`src/hw/sc_seq_regs.vh`:
```
// timing constants and reset values of the smartcard session sequencer
`ifndef SC_SEQ_REGS_VH
`define SC_SEQ_REGS_VH

// core clock and internal oscillator rates
`define CORE_CLK_HZ      100000000
`define CLK_PERIOD_NS    10
`define OSC_LF_HZ        150000
`define OSC_HF_HZ        2700000
`define OSC_LF_DIV       (`CORE_CLK_HZ / `OSC_LF_HZ)
`define OSC_HF_DIV       (`CORE_CLK_HZ / `OSC_HF_HZ)

// sequencer counts, in oscillator periods
`define POR_HOLD_LF      1024
`define DEBOUNCE_LF      640
`define WAKE_LF          384
`define PERIOD_T_HF      64
`define IO_HIGH_HF       (17 * `PERIOD_T_HF / 2)
`define RST_EN_HF        (23 * `PERIOD_T_HF / 2)
`define DEACT_RST_HF     (3 * `PERIOD_T_HF / 64)
`define DEACT_CLK_HF     (`PERIOD_T_HF / 2)
`define DEACT_IO_HF      (`PERIOD_T_HF)
`define DEACT_VCC_HF     (3 * `PERIOD_T_HF / 2)

// data line relay timing
`define XFER_DLY_NS      200
`define PULLUP_NS        200
`define XFER_DLY_CYC     ((`XFER_DLY_NS + `CLK_PERIOD_NS - 1) / `CLK_PERIOD_NS)
`define PULLUP_CYC       ((`PULLUP_NS + `CLK_PERIOD_NS - 1) / `CLK_PERIOD_NS)

// synchroniser reset image: command, data lines and low-supply flag idle high
`define SYNC_RST_VAL     13'h0c81

`endif

```
`src/hw/data_line_relay.v`:
```
// half-duplex relay between host and card data lines
`timescale 1ns/10ps
module data_line_relay
#(
  parameter DLY_CYC = 20,
  parameter PU_CYC  = 20
)
(
  input  wire clk,
  input  wire arst_n,
  input  wire en,
  input  wire a_in,
  input  wire b_in,
  output wire a_low,
  output wire a_high,
  output wire b_low,
  output wire b_high
);

  localparam [4:0] ST_IDLE = 5'h01;
  localparam [4:0] ST_DLY  = 5'h02;
  localparam [4:0] ST_LOW  = 5'h04;
  localparam [4:0] ST_PU   = 5'h08;
  localparam [4:0] ST_WAIT = 5'h10;
  localparam [7:0] DLY_LAST = DLY_CYC[7:0] - 8'h01;
  localparam [7:0] PU_LAST  = PU_CYC[7:0] - 8'h01;

  reg [4:0] st_r;
  reg [7:0] cnt_r;
  reg       b_master_r;
  reg       a_d_r;
  reg       b_d_r;

  wire a_fall = a_d_r & ~a_in;
  wire b_fall = b_d_r & ~b_in;
  wire m_in   = b_master_r ? b_in : a_in;

  always @(posedge clk or negedge arst_n)
  begin
    if (!arst_n)
    begin
      st_r       <= ST_IDLE;
      cnt_r      <= 8'h00;
      b_master_r <= 1'b0;
      a_d_r      <= 1'b1;
      b_d_r      <= 1'b1;
    end
    else
    begin
      a_d_r <= a_in;
      b_d_r <= b_in;
      if (!en)
        st_r <= ST_IDLE;
      else
        case (st_r)
          ST_IDLE:
            // host wins a tie; the slave's edges are not looked at after
            if (a_fall || b_fall)
            begin
              b_master_r <= ~a_fall;
              cnt_r      <= 8'h00;
              st_r       <= ST_DLY;
            end
          ST_DLY:
            if (cnt_r == DLY_LAST)
              st_r <= ST_LOW;
            else
              cnt_r <= cnt_r + 8'h01;
          ST_LOW:
            if (m_in)
            begin
              cnt_r <= 8'h00;
              st_r  <= ST_PU;
            end
          ST_PU:
            if (cnt_r == PU_LAST)
              st_r <= ST_WAIT;
            else
              cnt_r <= cnt_r + 8'h01;
          ST_WAIT:
            if (a_in && b_in)
              st_r <= ST_IDLE;
          default:
            st_r <= ST_IDLE;
        endcase
    end
  end

  assign a_low  = (st_r == ST_LOW) &  b_master_r;
  assign b_low  = (st_r == ST_LOW) & ~b_master_r;
  assign a_high = (st_r == ST_PU)  &  b_master_r;
  assign b_high = (st_r == ST_PU)  & ~b_master_r;

endmodule

```
`src/hw/osc_timebase.v`:
```
// internal oscillator model: low and high frequency tick generators
`timescale 1ns/10ps
module osc_timebase
#(
  parameter LF_DIV = 666,
  parameter HF_DIV = 37
)
(
  input  wire clk,
  input  wire arst_n,
  input  wire restart,
  input  wire hf_en,
  output reg  lf_tick,
  output reg  hf_tick
);

  localparam [15:0] LF_LAST = LF_DIV[15:0] - 16'h0001;
  localparam [15:0] HF_LAST = HF_DIV[15:0] - 16'h0001;

  reg [15:0] lf_cnt_r;
  reg [15:0] hf_cnt_r;

  // the slow oscillator always runs; restart aligns it to a command edge
  always @(posedge clk or negedge arst_n)
  begin
    if (!arst_n)
    begin
      lf_cnt_r <= 16'h0000;
      lf_tick  <= 1'b0;
    end
    else if (restart || lf_cnt_r == LF_LAST)
    begin
      lf_cnt_r <= 16'h0000;
      lf_tick  <= !restart;
    end
    else
    begin
      lf_cnt_r <= lf_cnt_r + 16'h0001;
      lf_tick  <= 1'b0;
    end
  end

  // fast mode counts from zero at the instant it is switched on
  always @(posedge clk or negedge arst_n)
  begin
    if (!arst_n)
    begin
      hf_cnt_r <= 16'h0000;
      hf_tick  <= 1'b0;
    end
    else if (!hf_en || hf_cnt_r == HF_LAST)
    begin
      hf_cnt_r <= 16'h0000;
      hf_tick  <= hf_en;
    end
    else
    begin
      hf_cnt_r <= hf_cnt_r + 16'h0001;
      hf_tick  <= 1'b0;
    end
  end

endmodule

```
`src/hw/smartcard_session_sequencer.v`:
```
// smartcard session sequencer: activation, deactivation, faults, data relay
`timescale 1ns/10ps
`include "sc_seq_regs.vh"
module smartcard_session_sequencer
#(
  parameter LF_DIV   = `OSC_LF_DIV,
  parameter HF_DIV   = `OSC_HF_DIV,
  parameter POR_HOLD = `POR_HOLD_LF,
  parameter DEBOUNCE = `DEBOUNCE_LF,
  parameter WAKE     = `WAKE_LF
)
(
  // clock and reset
  input  wire       CORE_CLK,
  input  wire       ARST_N,
  // host control
  input  wire       CARD_POWER_CMD_N,
  input  wire       HOST_RESET_IN,
  input  wire       HOST_CLK_IN,
  input  wire       VCC_SEL_5V,
  output reg        CARD_FAULT_STATUS,
  output reg        OSC_HIGH_FREQ,
  output reg        INTERNAL_POR,
  // supervisors and sensors
  input  wire       CARD_PRESENT_SWITCH,
  input  wire       SUPPLY_OVERCURRENT,
  input  wire [2:0] SUPPLY_LOW,
  input  wire       OVERHEAT,
  input  wire       CARD_SUPPLY_LOW,
  // card supply and contacts
  output reg        CARD_SUPPLY_EN,
  output reg        CARD_SUPPLY_5V,
  output reg        CARD_RST,
  output reg        CARD_CLK_OUT,
  // host data line
  input  wire       HOST_DATA_IN,
  output reg        HOST_DATA_OUT,
  output reg        HOST_DATA_OE_N,
  // card data line
  input  wire       CARD_DATA_IN,
  output reg        CARD_DATA_OUT,
  output reg        CARD_DATA_OE_N
);

  localparam [6:0] S_HOLD   = 7'h01;
  localparam [6:0] S_SHUT   = 7'h02;
  localparam [6:0] S_WAKE   = 7'h04;
  localparam [6:0] S_ACT    = 7'h08;
  localparam [6:0] S_ACTIVE = 7'h10;
  localparam [6:0] S_DEACT  = 7'h20;
  localparam [6:0] S_DISCH  = 7'h40;

  localparam [10:0] HOLD_LAST  = POR_HOLD[10:0] - 11'h001;
  localparam [10:0] DEB_LAST   = DEBOUNCE[10:0] - 11'h001;
  localparam [10:0] WAKE_LAST  = WAKE[10:0] - 11'h001;
  localparam [10:0] IO_HI      = `IO_HIGH_HF;
  localparam [10:0] RST_ON     = `RST_EN_HF;
  localparam [10:0] D_RST      = `DEACT_RST_HF;
  localparam [10:0] D_CLK      = D_RST + `DEACT_CLK_HF;
  localparam [10:0] D_IO       = D_RST + `DEACT_IO_HF;
  localparam [10:0] D_VCC      = D_RST + `DEACT_VCC_HF;
  localparam [10:0] ONE        = 11'h001;
  localparam [12:0] SYNC_INIT  = `SYNC_RST_VAL;

  // two-stage synchronisers for every pin input
  wire [12:0] async_in = {VCC_SEL_5V, CARD_DATA_IN, HOST_DATA_IN,
                          HOST_CLK_IN, HOST_RESET_IN, CARD_SUPPLY_LOW,
                          OVERHEAT, SUPPLY_LOW, SUPPLY_OVERCURRENT,
                          CARD_PRESENT_SWITCH, CARD_POWER_CMD_N};
  wire [12:0] sync;

  genvar gi;
  generate
    for (gi = 0; gi < 13; gi = gi + 1)
    begin : g_sync
      reg meta_r;
      reg sync_r;
      always @(posedge CORE_CLK or negedge ARST_N)
      begin
        if (!ARST_N)
        begin
          meta_r <= SYNC_INIT[gi];
          sync_r <= SYNC_INIT[gi];
        end
        else
        begin
          meta_r <= async_in[gi];
          sync_r <= meta_r;
        end
      end
      assign sync[gi] = sync_r;
    end
  endgenerate

  wire       cmd_n_s   = sync[0];
  wire       card_present_switch_s    = sync[1];
  wire       ovc_s     = sync[2];
  wire [2:0] sup_low_s = sync[5:3];
  wire       heat_s    = sync[6];
  wire       vcc_low_s = sync[7];
  wire       rst_in_s  = sync[8];
  wire       clk_in_s  = sync[9];
  wire       host_io_s = sync[10];
  wire       card_io_s = sync[11];
  wire       vsel_s    = sync[12];

  reg  [6:0]  state_r;
  reg  [10:0] cnt_r;
  reg  [10:0] deb_cnt_r;
  reg         deb_r;
  reg         cmd_d_r;
  reg         io_on_r;
  reg         kick_r;
  reg         clk_on_r;
  reg         rst_en_r;
  reg         supply_r;

  wire lf_tick;
  wire hf_tick;
  wire a_low;
  wire a_high;
  wire b_low;
  wire b_high;

  wire sup_ok   = ~|sup_low_s;
  wire cmd_fall = cmd_d_r & ~cmd_n_s;
  wire in_sess  = |(state_r & (S_WAKE | S_ACT | S_ACTIVE));
  // removal acts on the raw synced level, so no debounce delay here
  wire fault    = ovc_s | ~card_present_switch_s | ~sup_ok | heat_s;
  wire stop     = cmd_n_s | fault;
  // fast mode from the switch, or from a stop during wake-up, until deactivation completes
  wire hf_en    = |(state_r & (S_ACT | S_ACTIVE | S_DEACT | S_DISCH));
  wire relay_en = io_on_r & ~kick_r;

  osc_timebase
  #(
    .LF_DIV (LF_DIV),
    .HF_DIV (HF_DIV)
  )
  u_osc
  (
    .clk     (CORE_CLK),
    .arst_n  (ARST_N),
    .restart (cmd_fall & state_r[1]),
    .hf_en   (hf_en),
    .lf_tick (lf_tick),
    .hf_tick (hf_tick)
  );

  data_line_relay
  #(
    .DLY_CYC (`XFER_DLY_CYC),
    .PU_CYC  (`PULLUP_CYC)
  )
  u_relay
  (
    .clk    (CORE_CLK),
    .arst_n (ARST_N),
    .en     (relay_en),
    .a_in   (host_io_s),
    .b_in   (card_io_s),
    .a_low  (a_low),
    .a_high (a_high),
    .b_low  (b_low),
    .b_high (b_high)
  );

  // insertion waits out the bounce; removal clears at once
  always @(posedge CORE_CLK or negedge ARST_N)
  begin
    if (!ARST_N)
    begin
      deb_r     <= 1'b0;
      deb_cnt_r <= 11'h000;
    end
    else if (!card_present_switch_s)
    begin
      deb_r     <= 1'b0;
      deb_cnt_r <= 11'h000;
    end
    else if (!deb_r && lf_tick)
    begin
      if (deb_cnt_r == DEB_LAST)
        deb_r <= 1'b1;
      else
        deb_cnt_r <= deb_cnt_r + ONE;
    end
  end

  // main sequencer
  always @(posedge CORE_CLK or negedge ARST_N)
  begin
    if (!ARST_N)
    begin
      state_r  <= S_HOLD;
      cnt_r    <= 11'h000;
      cmd_d_r  <= 1'b1;
      io_on_r  <= 1'b0;
      kick_r   <= 1'b0;
      clk_on_r <= 1'b0;
      rst_en_r <= 1'b0;
      supply_r <= 1'b0;
    end
    else
    begin
      cmd_d_r <= cmd_n_s;
      case (state_r)
        S_HOLD:
          if (!sup_ok)
            cnt_r <= 11'h000;
          else if (lf_tick)
          begin
            if (cnt_r == HOLD_LAST)
              state_r <= S_SHUT;
            else
              cnt_r <= cnt_r + ONE;
          end
        S_SHUT:
          if (!sup_ok)
          begin
            cnt_r   <= 11'h000;
            state_r <= S_HOLD;
          end
          else if (cmd_fall)
          begin
            cnt_r   <= 11'h000;
            state_r <= S_WAKE;
          end
        S_WAKE:
          if (stop)
          begin
            cnt_r   <= 11'h000;
            state_r <= S_DEACT;
          end
          else if (lf_tick)
          begin
            if (cnt_r == WAKE_LAST)
            begin
              cnt_r    <= 11'h000;
              supply_r <= 1'b1;
              state_r  <= S_ACT;
            end
            else
              cnt_r <= cnt_r + ONE;
          end
        S_ACT:
          if (stop)
          begin
            cnt_r   <= 11'h000;
            state_r <= S_DEACT;
          end
          else if (hf_tick)
          begin
            cnt_r <= cnt_r + ONE;
            if (cnt_r == IO_HI - ONE)
            begin
              io_on_r <= 1'b1;
              kick_r  <= 1'b1;
            end
            // clock lands one fast period after the data line rises
            if (cnt_r == IO_HI)
            begin
              kick_r   <= 1'b0;
              clk_on_r <= 1'b1;
            end
            if (cnt_r == RST_ON - ONE)
            begin
              rst_en_r <= 1'b1;
              state_r  <= S_ACTIVE;
            end
          end
        S_ACTIVE:
          if (stop)
          begin
            cnt_r   <= 11'h000;
            state_r <= S_DEACT;
          end
        S_DEACT:
          if (hf_tick)
          begin
            cnt_r <= cnt_r + ONE;
            if (cnt_r == D_RST - ONE)
              rst_en_r <= 1'b0;
            if (cnt_r == D_CLK - ONE)
              clk_on_r <= 1'b0;
            if (cnt_r == D_IO - ONE)
            begin
              io_on_r <= 1'b0;
              kick_r  <= 1'b0;
            end
            if (cnt_r == D_VCC - ONE)
            begin
              supply_r <= 1'b0;
              state_r  <= S_DISCH;
            end
          end
        S_DISCH:
          if (vcc_low_s)
          begin
            cnt_r   <= 11'h000;
            state_r <= S_SHUT;
          end
        default:
          state_r <= S_HOLD;
      endcase
    end
  end

  // output registers; contacts rest low outside the powered window
  always @(posedge CORE_CLK or negedge ARST_N)
  begin
    if (!ARST_N)
    begin
      CARD_FAULT_STATUS <= 1'b0;
      OSC_HIGH_FREQ     <= 1'b0;
      INTERNAL_POR      <= 1'b1;
      CARD_SUPPLY_EN    <= 1'b0;
      CARD_SUPPLY_5V    <= 1'b0;
      CARD_RST          <= 1'b0;
      CARD_CLK_OUT      <= 1'b0;
      HOST_DATA_OUT     <= 1'b1;
      HOST_DATA_OE_N    <= 1'b1;
      CARD_DATA_OUT     <= 1'b0;
      CARD_DATA_OE_N    <= 1'b0;
    end
    else
    begin
      if (in_sess && fault)
        CARD_FAULT_STATUS <= 1'b0;
      else if (state_r == S_SHUT)
        CARD_FAULT_STATUS <= deb_r;
      OSC_HIGH_FREQ  <= hf_en;
      INTERNAL_POR   <= (state_r == S_HOLD);
      CARD_SUPPLY_EN <= supply_r;
      // level chosen when the wake-up begins and held for the session
      if (state_r == S_SHUT)
        CARD_SUPPLY_5V <= vsel_s;
      CARD_RST       <= rst_en_r & rst_in_s;
      // the host owns the clock edges; this only gates them
      CARD_CLK_OUT   <= clk_on_r & clk_in_s;
      HOST_DATA_OUT  <= a_high;
      HOST_DATA_OE_N <= ~(a_low | a_high);
      if (!io_on_r)
      begin
        CARD_DATA_OUT  <= 1'b0;
        CARD_DATA_OE_N <= 1'b0;
      end
      else
      begin
        CARD_DATA_OUT  <= kick_r | b_high;
        CARD_DATA_OE_N <= ~(kick_r | b_low | b_high);
      end
    end
  end

endmodule

```
`config.mk`:
```
export PLATFORM = sky130hd
export DESIGN_NAME = smartcard_session_sequencer
export DESIGN_NICKNAME = d
export VERILOG_FILES = /design/src/hw/data_line_relay.v /design/src/hw/osc_timebase.v /design/src/hw/smartcard_session_sequencer.v
export VERILOG_INCLUDE_DIRS = /design/src /design/src/hw
export SDC_FILE = /design/constraint.sdc
export NUM_CORES = 1
export LEC_CHECK = 0
export BUFFER_PORTS_ARGS = -buffer_cell sky130_fd_sc_hd__clkbuf_2
export CAP_MARGIN = 10
export CORE_MARGIN = 1.5
export CORE_UTILIZATION = 50
export DETAILED_ROUTE_END_ITERATION = 8
export PLACE_DENSITY = 0.63
export SKIP_CTS_REPAIR_TIMING = 1
export SYNTH_ARGS = -nofsm -noshare
export SYNTH_HDL_FRONTEND = slang
export SYNTH_SLANG_ARGS = --single-unit
```
`constraint.sdc`:
```
create_clock -name CORE_CLK -period 2.8 [get_ports CORE_CLK]
set_input_delay 0.56 -clock CORE_CLK [delete_from_list [all_inputs] [get_ports CORE_CLK]]
set_output_delay 0.56 -clock CORE_CLK [all_outputs]
set_load 0.02 [all_outputs]
```
### Word level (Yosys, flattened, before mapping)

Cells that the tools add are included.

| operators by class | value |
|---|---|
| $add $sub $neg | 5 |
| equal/unequal tests | 62 |
| multiplexer cells | 83 |
| bitwise gates (word level) | 28 |
| reduce and logical (&&, ||, !) cells | 30 |

Operators by type and width:

| kind | number |
|---|---|
| 11-bit 2-to-1 mux | 15 |
| 7-bit 2-to-1 mux | 15 |
| 11-bit case mux with 7 select lines | 1 |
| 11-bit by 10-bit equality test with 1-bit output (second input constant) | 5 |
| 7-bit case mux with 7 select lines | 1 |
| 1-bit 2-to-1 mux | 33 |
| 16-bit by 1-bit adder with 16-bit output (second input constant) | 2 |
| 16-bit 2-to-1 mux | 2 |
| 2-bit inequality test (second input constant) | 16 |
| 5-bit 2-to-1 mux | 6 |
| 3-bit inequality test (second input constant) | 10 |
| 6-bit AND reduction | 5 |
| 5-bit case mux with 5 select lines | 1 |
| 8-bit 2-to-1 mux | 3 |
| 8-bit case mux with 3 select lines | 1 |
| 11-bit by 1-bit adder with 11-bit output (second input constant) | 2 |
| 11-bit by 7-bit equality test with 1-bit output (second input constant) | 2 |
| 16-bit by 10-bit equality test with 1-bit output (second input constant) | 1 |
| 16-bit by 6-bit equality test with 1-bit output (second input constant) | 1 |
| 2-bit by 1-bit inequality test with 1-bit output (second input constant) | 8 |
| 12-bit AND reduction | 1 |
| 1-bit AND | 11 |
| 11-bit by 2-bit equality test with 1-bit output (second input constant) | 1 |
| 11-bit by 6-bit equality test with 1-bit output (second input constant) | 1 |
| 32 further kinds | 64 |

| word-level totals | value |
|---|---|
| flip-flop bits (word level) | 123 |
| bits of input ports | 15 |
| output and inout bits | 11 |
| word-level logic and storage cells | 264 |

### Logic depth before layout (Yosys ltp)

| depth | value |
|---|---|
| word-level depth | 7 |
| depth in mapped cells | 9 |
| mapped depth without buffers | 8 |

### By module

A second synthesis with hierarchy kept.

| second synthesis, totals | value |
|---|---|
| cells, all modules | 605 |
| area total of the unflattened synthesis | 6183.4 um^2 |

By module, submodules not included:

| module | times used | cells an instance | area each (um^2) | seq. area each (um^2) |
|---|---|---|---|---|
| smartcard_session_sequencer | 1 | 320 | 3465.8 | 1843.0 |
| osc_timebase | 1 | 177 | 1691.6 | 850.8 |
| data_line_relay | 1 | 108 | 1026.0 | 404.1 |

### Worst setup path before layout

No wires, ideal clock.

| timing path | value |
|---|---|
| path type | reg2reg |
| start | reg state_r[5] |
| end | reg state_r[2] |
| setup time | 0.125 ns |
| arrival | 2.119 ns |
| data required time | 2.675 ns |
| path slack | 0.556 ns |
| stages on the path, launching flop included | 7 |
| buffers on the path | 1 |
| clock period less this slack | 2.244 ns |
| cell sequence | dfrtp_1 > buf_2 > or4b_2 > nor2_1 > o21ai_0 > o2111ai_2 > mux2_2 |

| between the ends | value |
|---|---|
| longest elaborated chain between the ends | 3 |
| elaborated cells on any way between the ends | 21 |
| those cells by class | eq/ne: 19; mux: 1; reduce/logical: 1 |

Ends and longest elaborated chain:

| what | line | source |
|---|---|---|
| start: declaration | smartcard_session_sequencer.v:107 | `reg [6:0] state_r;` |
| start signal: assignment | smartcard_session_sequencer.v:195 | `state_r <= S_HOLD;` |
| start signal: assignment | smartcard_session_sequencer.v:214 | `state_r <= S_SHUT;` |
| start signal: assignment | smartcard_session_sequencer.v:222 | `state_r <= S_HOLD;` |
| 7-bit by 3-bit equality test with 1-bit output (tied with other cells) | smartcard_session_sequencer.v:207 | `case (state_r)` |
| 3-bit by 2-bit inequality test with 1-bit output (no source line) (tied with other cells) | n/a |  |
| 12-bit AND reduction (no source line) | n/a |  |

Several ways; a longest one is shown, not always the timed one.
A chain may end at the register's enable or synchronous reset.

### Worst setup path in the final report

Same ends and word-level chain as after synthesis.

==> run metrics <==
Post-DP Area approximately 0.0062 mm²; area grow syn2layout 14.62%; RSZ-0062 raised after global routing false; design area roughly 0.0068 mm²; vias in the first global route roughly 4300; Residual DRC 0; setup violators final 0; largest net degree at the start of global routing 53; Die W 111.6 µm; Clk Latency, worst-skew pair roughly 0.42 ns; VDD IR max ~0.56 mV; gp weighted congestion ~0.9; Crit. End Element register; core area between 0.01 and 0.015 mm²; # diodes 0; Starting Density roughly 51%; CTS max path bufs 2; Avg Synthesized Cell Area 10.19 µm²; critical path required time approximately 3.1 ns; Tot GR Track Use roughly a fifth; critical path data arrival time approximately 2.9 ns; FMAX 391.2 MHz; number of synthesized flops with an enable pin 0; ys async rst share between 90% and 100%; DP Cell Count 735; io pins 26; Port Buffers 25; setup TNS 0 ns; critical path's top delay family simple AND/OR/NAND/NOR gates; setup slack at placement a little under 0.3 ns; PD cells approximately 590 mW/mm²; H-tree depth 4; Final WS setup about 0.24 ns; outcome finished, final reports clean; final cell count without fillers between 700 and 800; Die Y between 100 and 150 µm; CTS root buf clkbuf_16; Fin Hold WS roughly 0.17 ns; number of DRC markers in iteration 0 between 200 and 300; fraction of layout cells with a size suffix above 1 15.22%; via/cell ratio roughly 5.6; grt ovf 0; HPWL Detailed about 8 mm; initial antenna violation count 0; register area share after synthesis 52.52%; period utilization a little over 90%; via count 4310; synth warn 0; Final Hold Vio Count 0; Slew headroom between 50% and 60%; startpoint types register; CTS tree built; Cell Area, Synth just under 0.006 mm²; synth unique cells 66; DRT antenna net count 0; full die area about 0.012 mm²; leak pwr roughly 2.9 nW; FP Rows 39; slowest CP cell or4b_2; net count after synthesis approximately 600; CP Buf/Inv Count 0; Hold WC Path Type input pin to async pin; CTS buffer count 17; # Max-Cap Violations 0; Pre-antenna DRT Iters 4; Setup Crit Path Kind register to register; register bit count reported by yosys around 120; Cell Chain, Critical Path or4b_2 -> nor2_1 -> o21ai_0 -> o2111ai_2 -> mux2_2; first-pass GRT wire length a little over 20 mm; worst-path maximum fanout 11; CTS sink cnt about 120; Primary FF master, synth dfrtp_1; Clock Pin Slew Worst Setup and Hold Paths 0.05 ns; Clock Skew roughly 0.011 ns; post-DR wirelength/cell 15.27 µm; nets 635; cell count after synthesis about 580; drt total wl 11.71 mm; Worst Tran Pin Value roughly 0.66 ns; largest stage delay on the critical path approximately 0.69 ns; min Tclk post-route approximately 2.6 ns; Max Slew Vio Count 0
cell usage after synthesis, types with 3 or more instances:
cell | n | area [µm²]
o21ai_0 | 36 | 180.2
o31a_1 | 3 | 26.28
nand4_1 | 12 | 75.07
inv_1 | 17 | 63.81
xor2_1 | 25 | 219.0
a21oi_1 | 16 | 80.08
and4_1 | 4 | 35.03
clkbuf_1 | 8 | 30.03
nand3b_1 | 3 | 22.52
and2_1 | 17 | 106.4
dfrtp_1 | 107 | 2678
nand3_1 | 37 | 185.2
nand2_1 | 38 | 142.6
or3_1 | 7 | 43.79
ha_1 | 9 | 112.6
nor4_1 | 10 | 62.56
and3_1 | 13 | 81.33
or2_2 | 5 | 31.28
nand2b_1 | 11 | 68.82
nor3_1 | 16 | 80.08
mux2_2 | 3 | 33.78
xnor2_1 | 15 | 131.4
nor2b_1 | 7 | 43.79
o31ai_1 | 7 | 52.55
a2bb2oi_1 | 4 | 35.03
nor3b_1 | 5 | 37.54
o22ai_1 | 4 | 25.02
nor2_1 | 62 | 232.7
buf_2 | 8 | 40.04
o211ai_1 | 4 | 30.03
mux2i_1 | 3 | 30.03
dfstp_2 | 16 | 420.4
nor4b_1 | 4 | 35.03
placed cells by master (no fill, tap or decap), drive strengths merged, types with 4 or more instances in the layout:
cell	netlist	final
dfrtp	107	107
nor2	62	62
clkbuf	8	49
nand2	38	38
nand3	37	37
o21ai	36	36
xor2	25	25
inv	18	18
and2	17	17
dfstp	16	16
nor3	16	16
a21oi	16	16
xnor2	15	15
and3	13	13
nand4	12	12
nor4	12	12
nand2b	11	11
ha	9	9
or3	7	7
nor2b	7	7
o31ai	7	7
or2	7	7
buf	9	6
nor3b	5	5
nor4b	4	4
and4	4	4
a2bb2oi	4	4
o211ai	4	4
o22ai	4	4
cells by family (layout without fill, tap and decap cells):
| kind of cell | count (synthesis) | count (layout) | synth area share [%] |
|---|---|---|---|
| AO/OA/AOI/OAI | 97 | 97 | 11.31 |
| XOR/XNOR | 40 | 40 | 5.940 |
| adder cells (fa/ha/maj) | 9 | 9 | 1.909 |
| buffers and inverters | 35 | 80 | 2.397 |
| flip-flops | 123 | 123 | 52.52 |
| multiplexers | 6 | 6 | 1.082 |
| AND/OR/NAND/NOR | 269 | 269 | 24.84 |
layout make-up:
class	instances	area, µm²
clock buffer	25	485.5
multi-input combinational	421	2659
tap	143	178.9
fill	960	4707
inverter	18	67.56
timing repair buffer	30	177.7
sequential	123	3098
clock inverter	7	93.84
state kept, by name (all words and copies together) (netlist names), 5 cells and up:
name	count
u_osc.hf_cnt_r	16
state_r	7
deb_cnt_r	11
cnt_r	11
g_sync.sync_r	9
u_osc.lf_cnt_r	16
u_relay.cnt_r	8
u_relay.st_r	5
g_sync.meta_r	13
final timing paths:
path | from | to | slack (ns) | cells after the start
max | state_r[5] | state_r[2] | 0.24 | 5
min | ARST_N | u_relay.cnt_r[4] | 0.17 | 1
max reg2reg | state_r[5] | state_r[2] | 0.24 | 5
min reg2reg | g_sync[4].meta_r | g_sync[4].sync_r | 0.35 | 0
max in group asynchronous | ARST_N | HOST_DATA_OUT | 1.83 | 2
min in group CORE_CLK | CARD_POWER_CMD_N | g_sync[0].meta_r | 0.22 | 1
metrics by stage:
step           total power, mW  utilization, %
6_report                 4.016           58.95
2_1_floorplan            1.872               -
5_1_grt                  4.171           58.95
4_1_cts                  4.069           58.95
3_5_place_dp             1.934           53.90
3_3_place_gp             1.932           53.90
power breakdown:
group / switching [mW] / internal, mW
Sequential: 0.0105 / 1.81
Clock: 0.739 / 1.38
Combinational: 0.0574 / 0.0235
layer usage:
metal	global-route usage [%]	share of wire [%]
met1	27.32	48
met2	31.78	47
met3	6.260	3.6
met4	8.692	1.4
met5	0	0
Note: power is estimated with default switching activity, not from simulation.
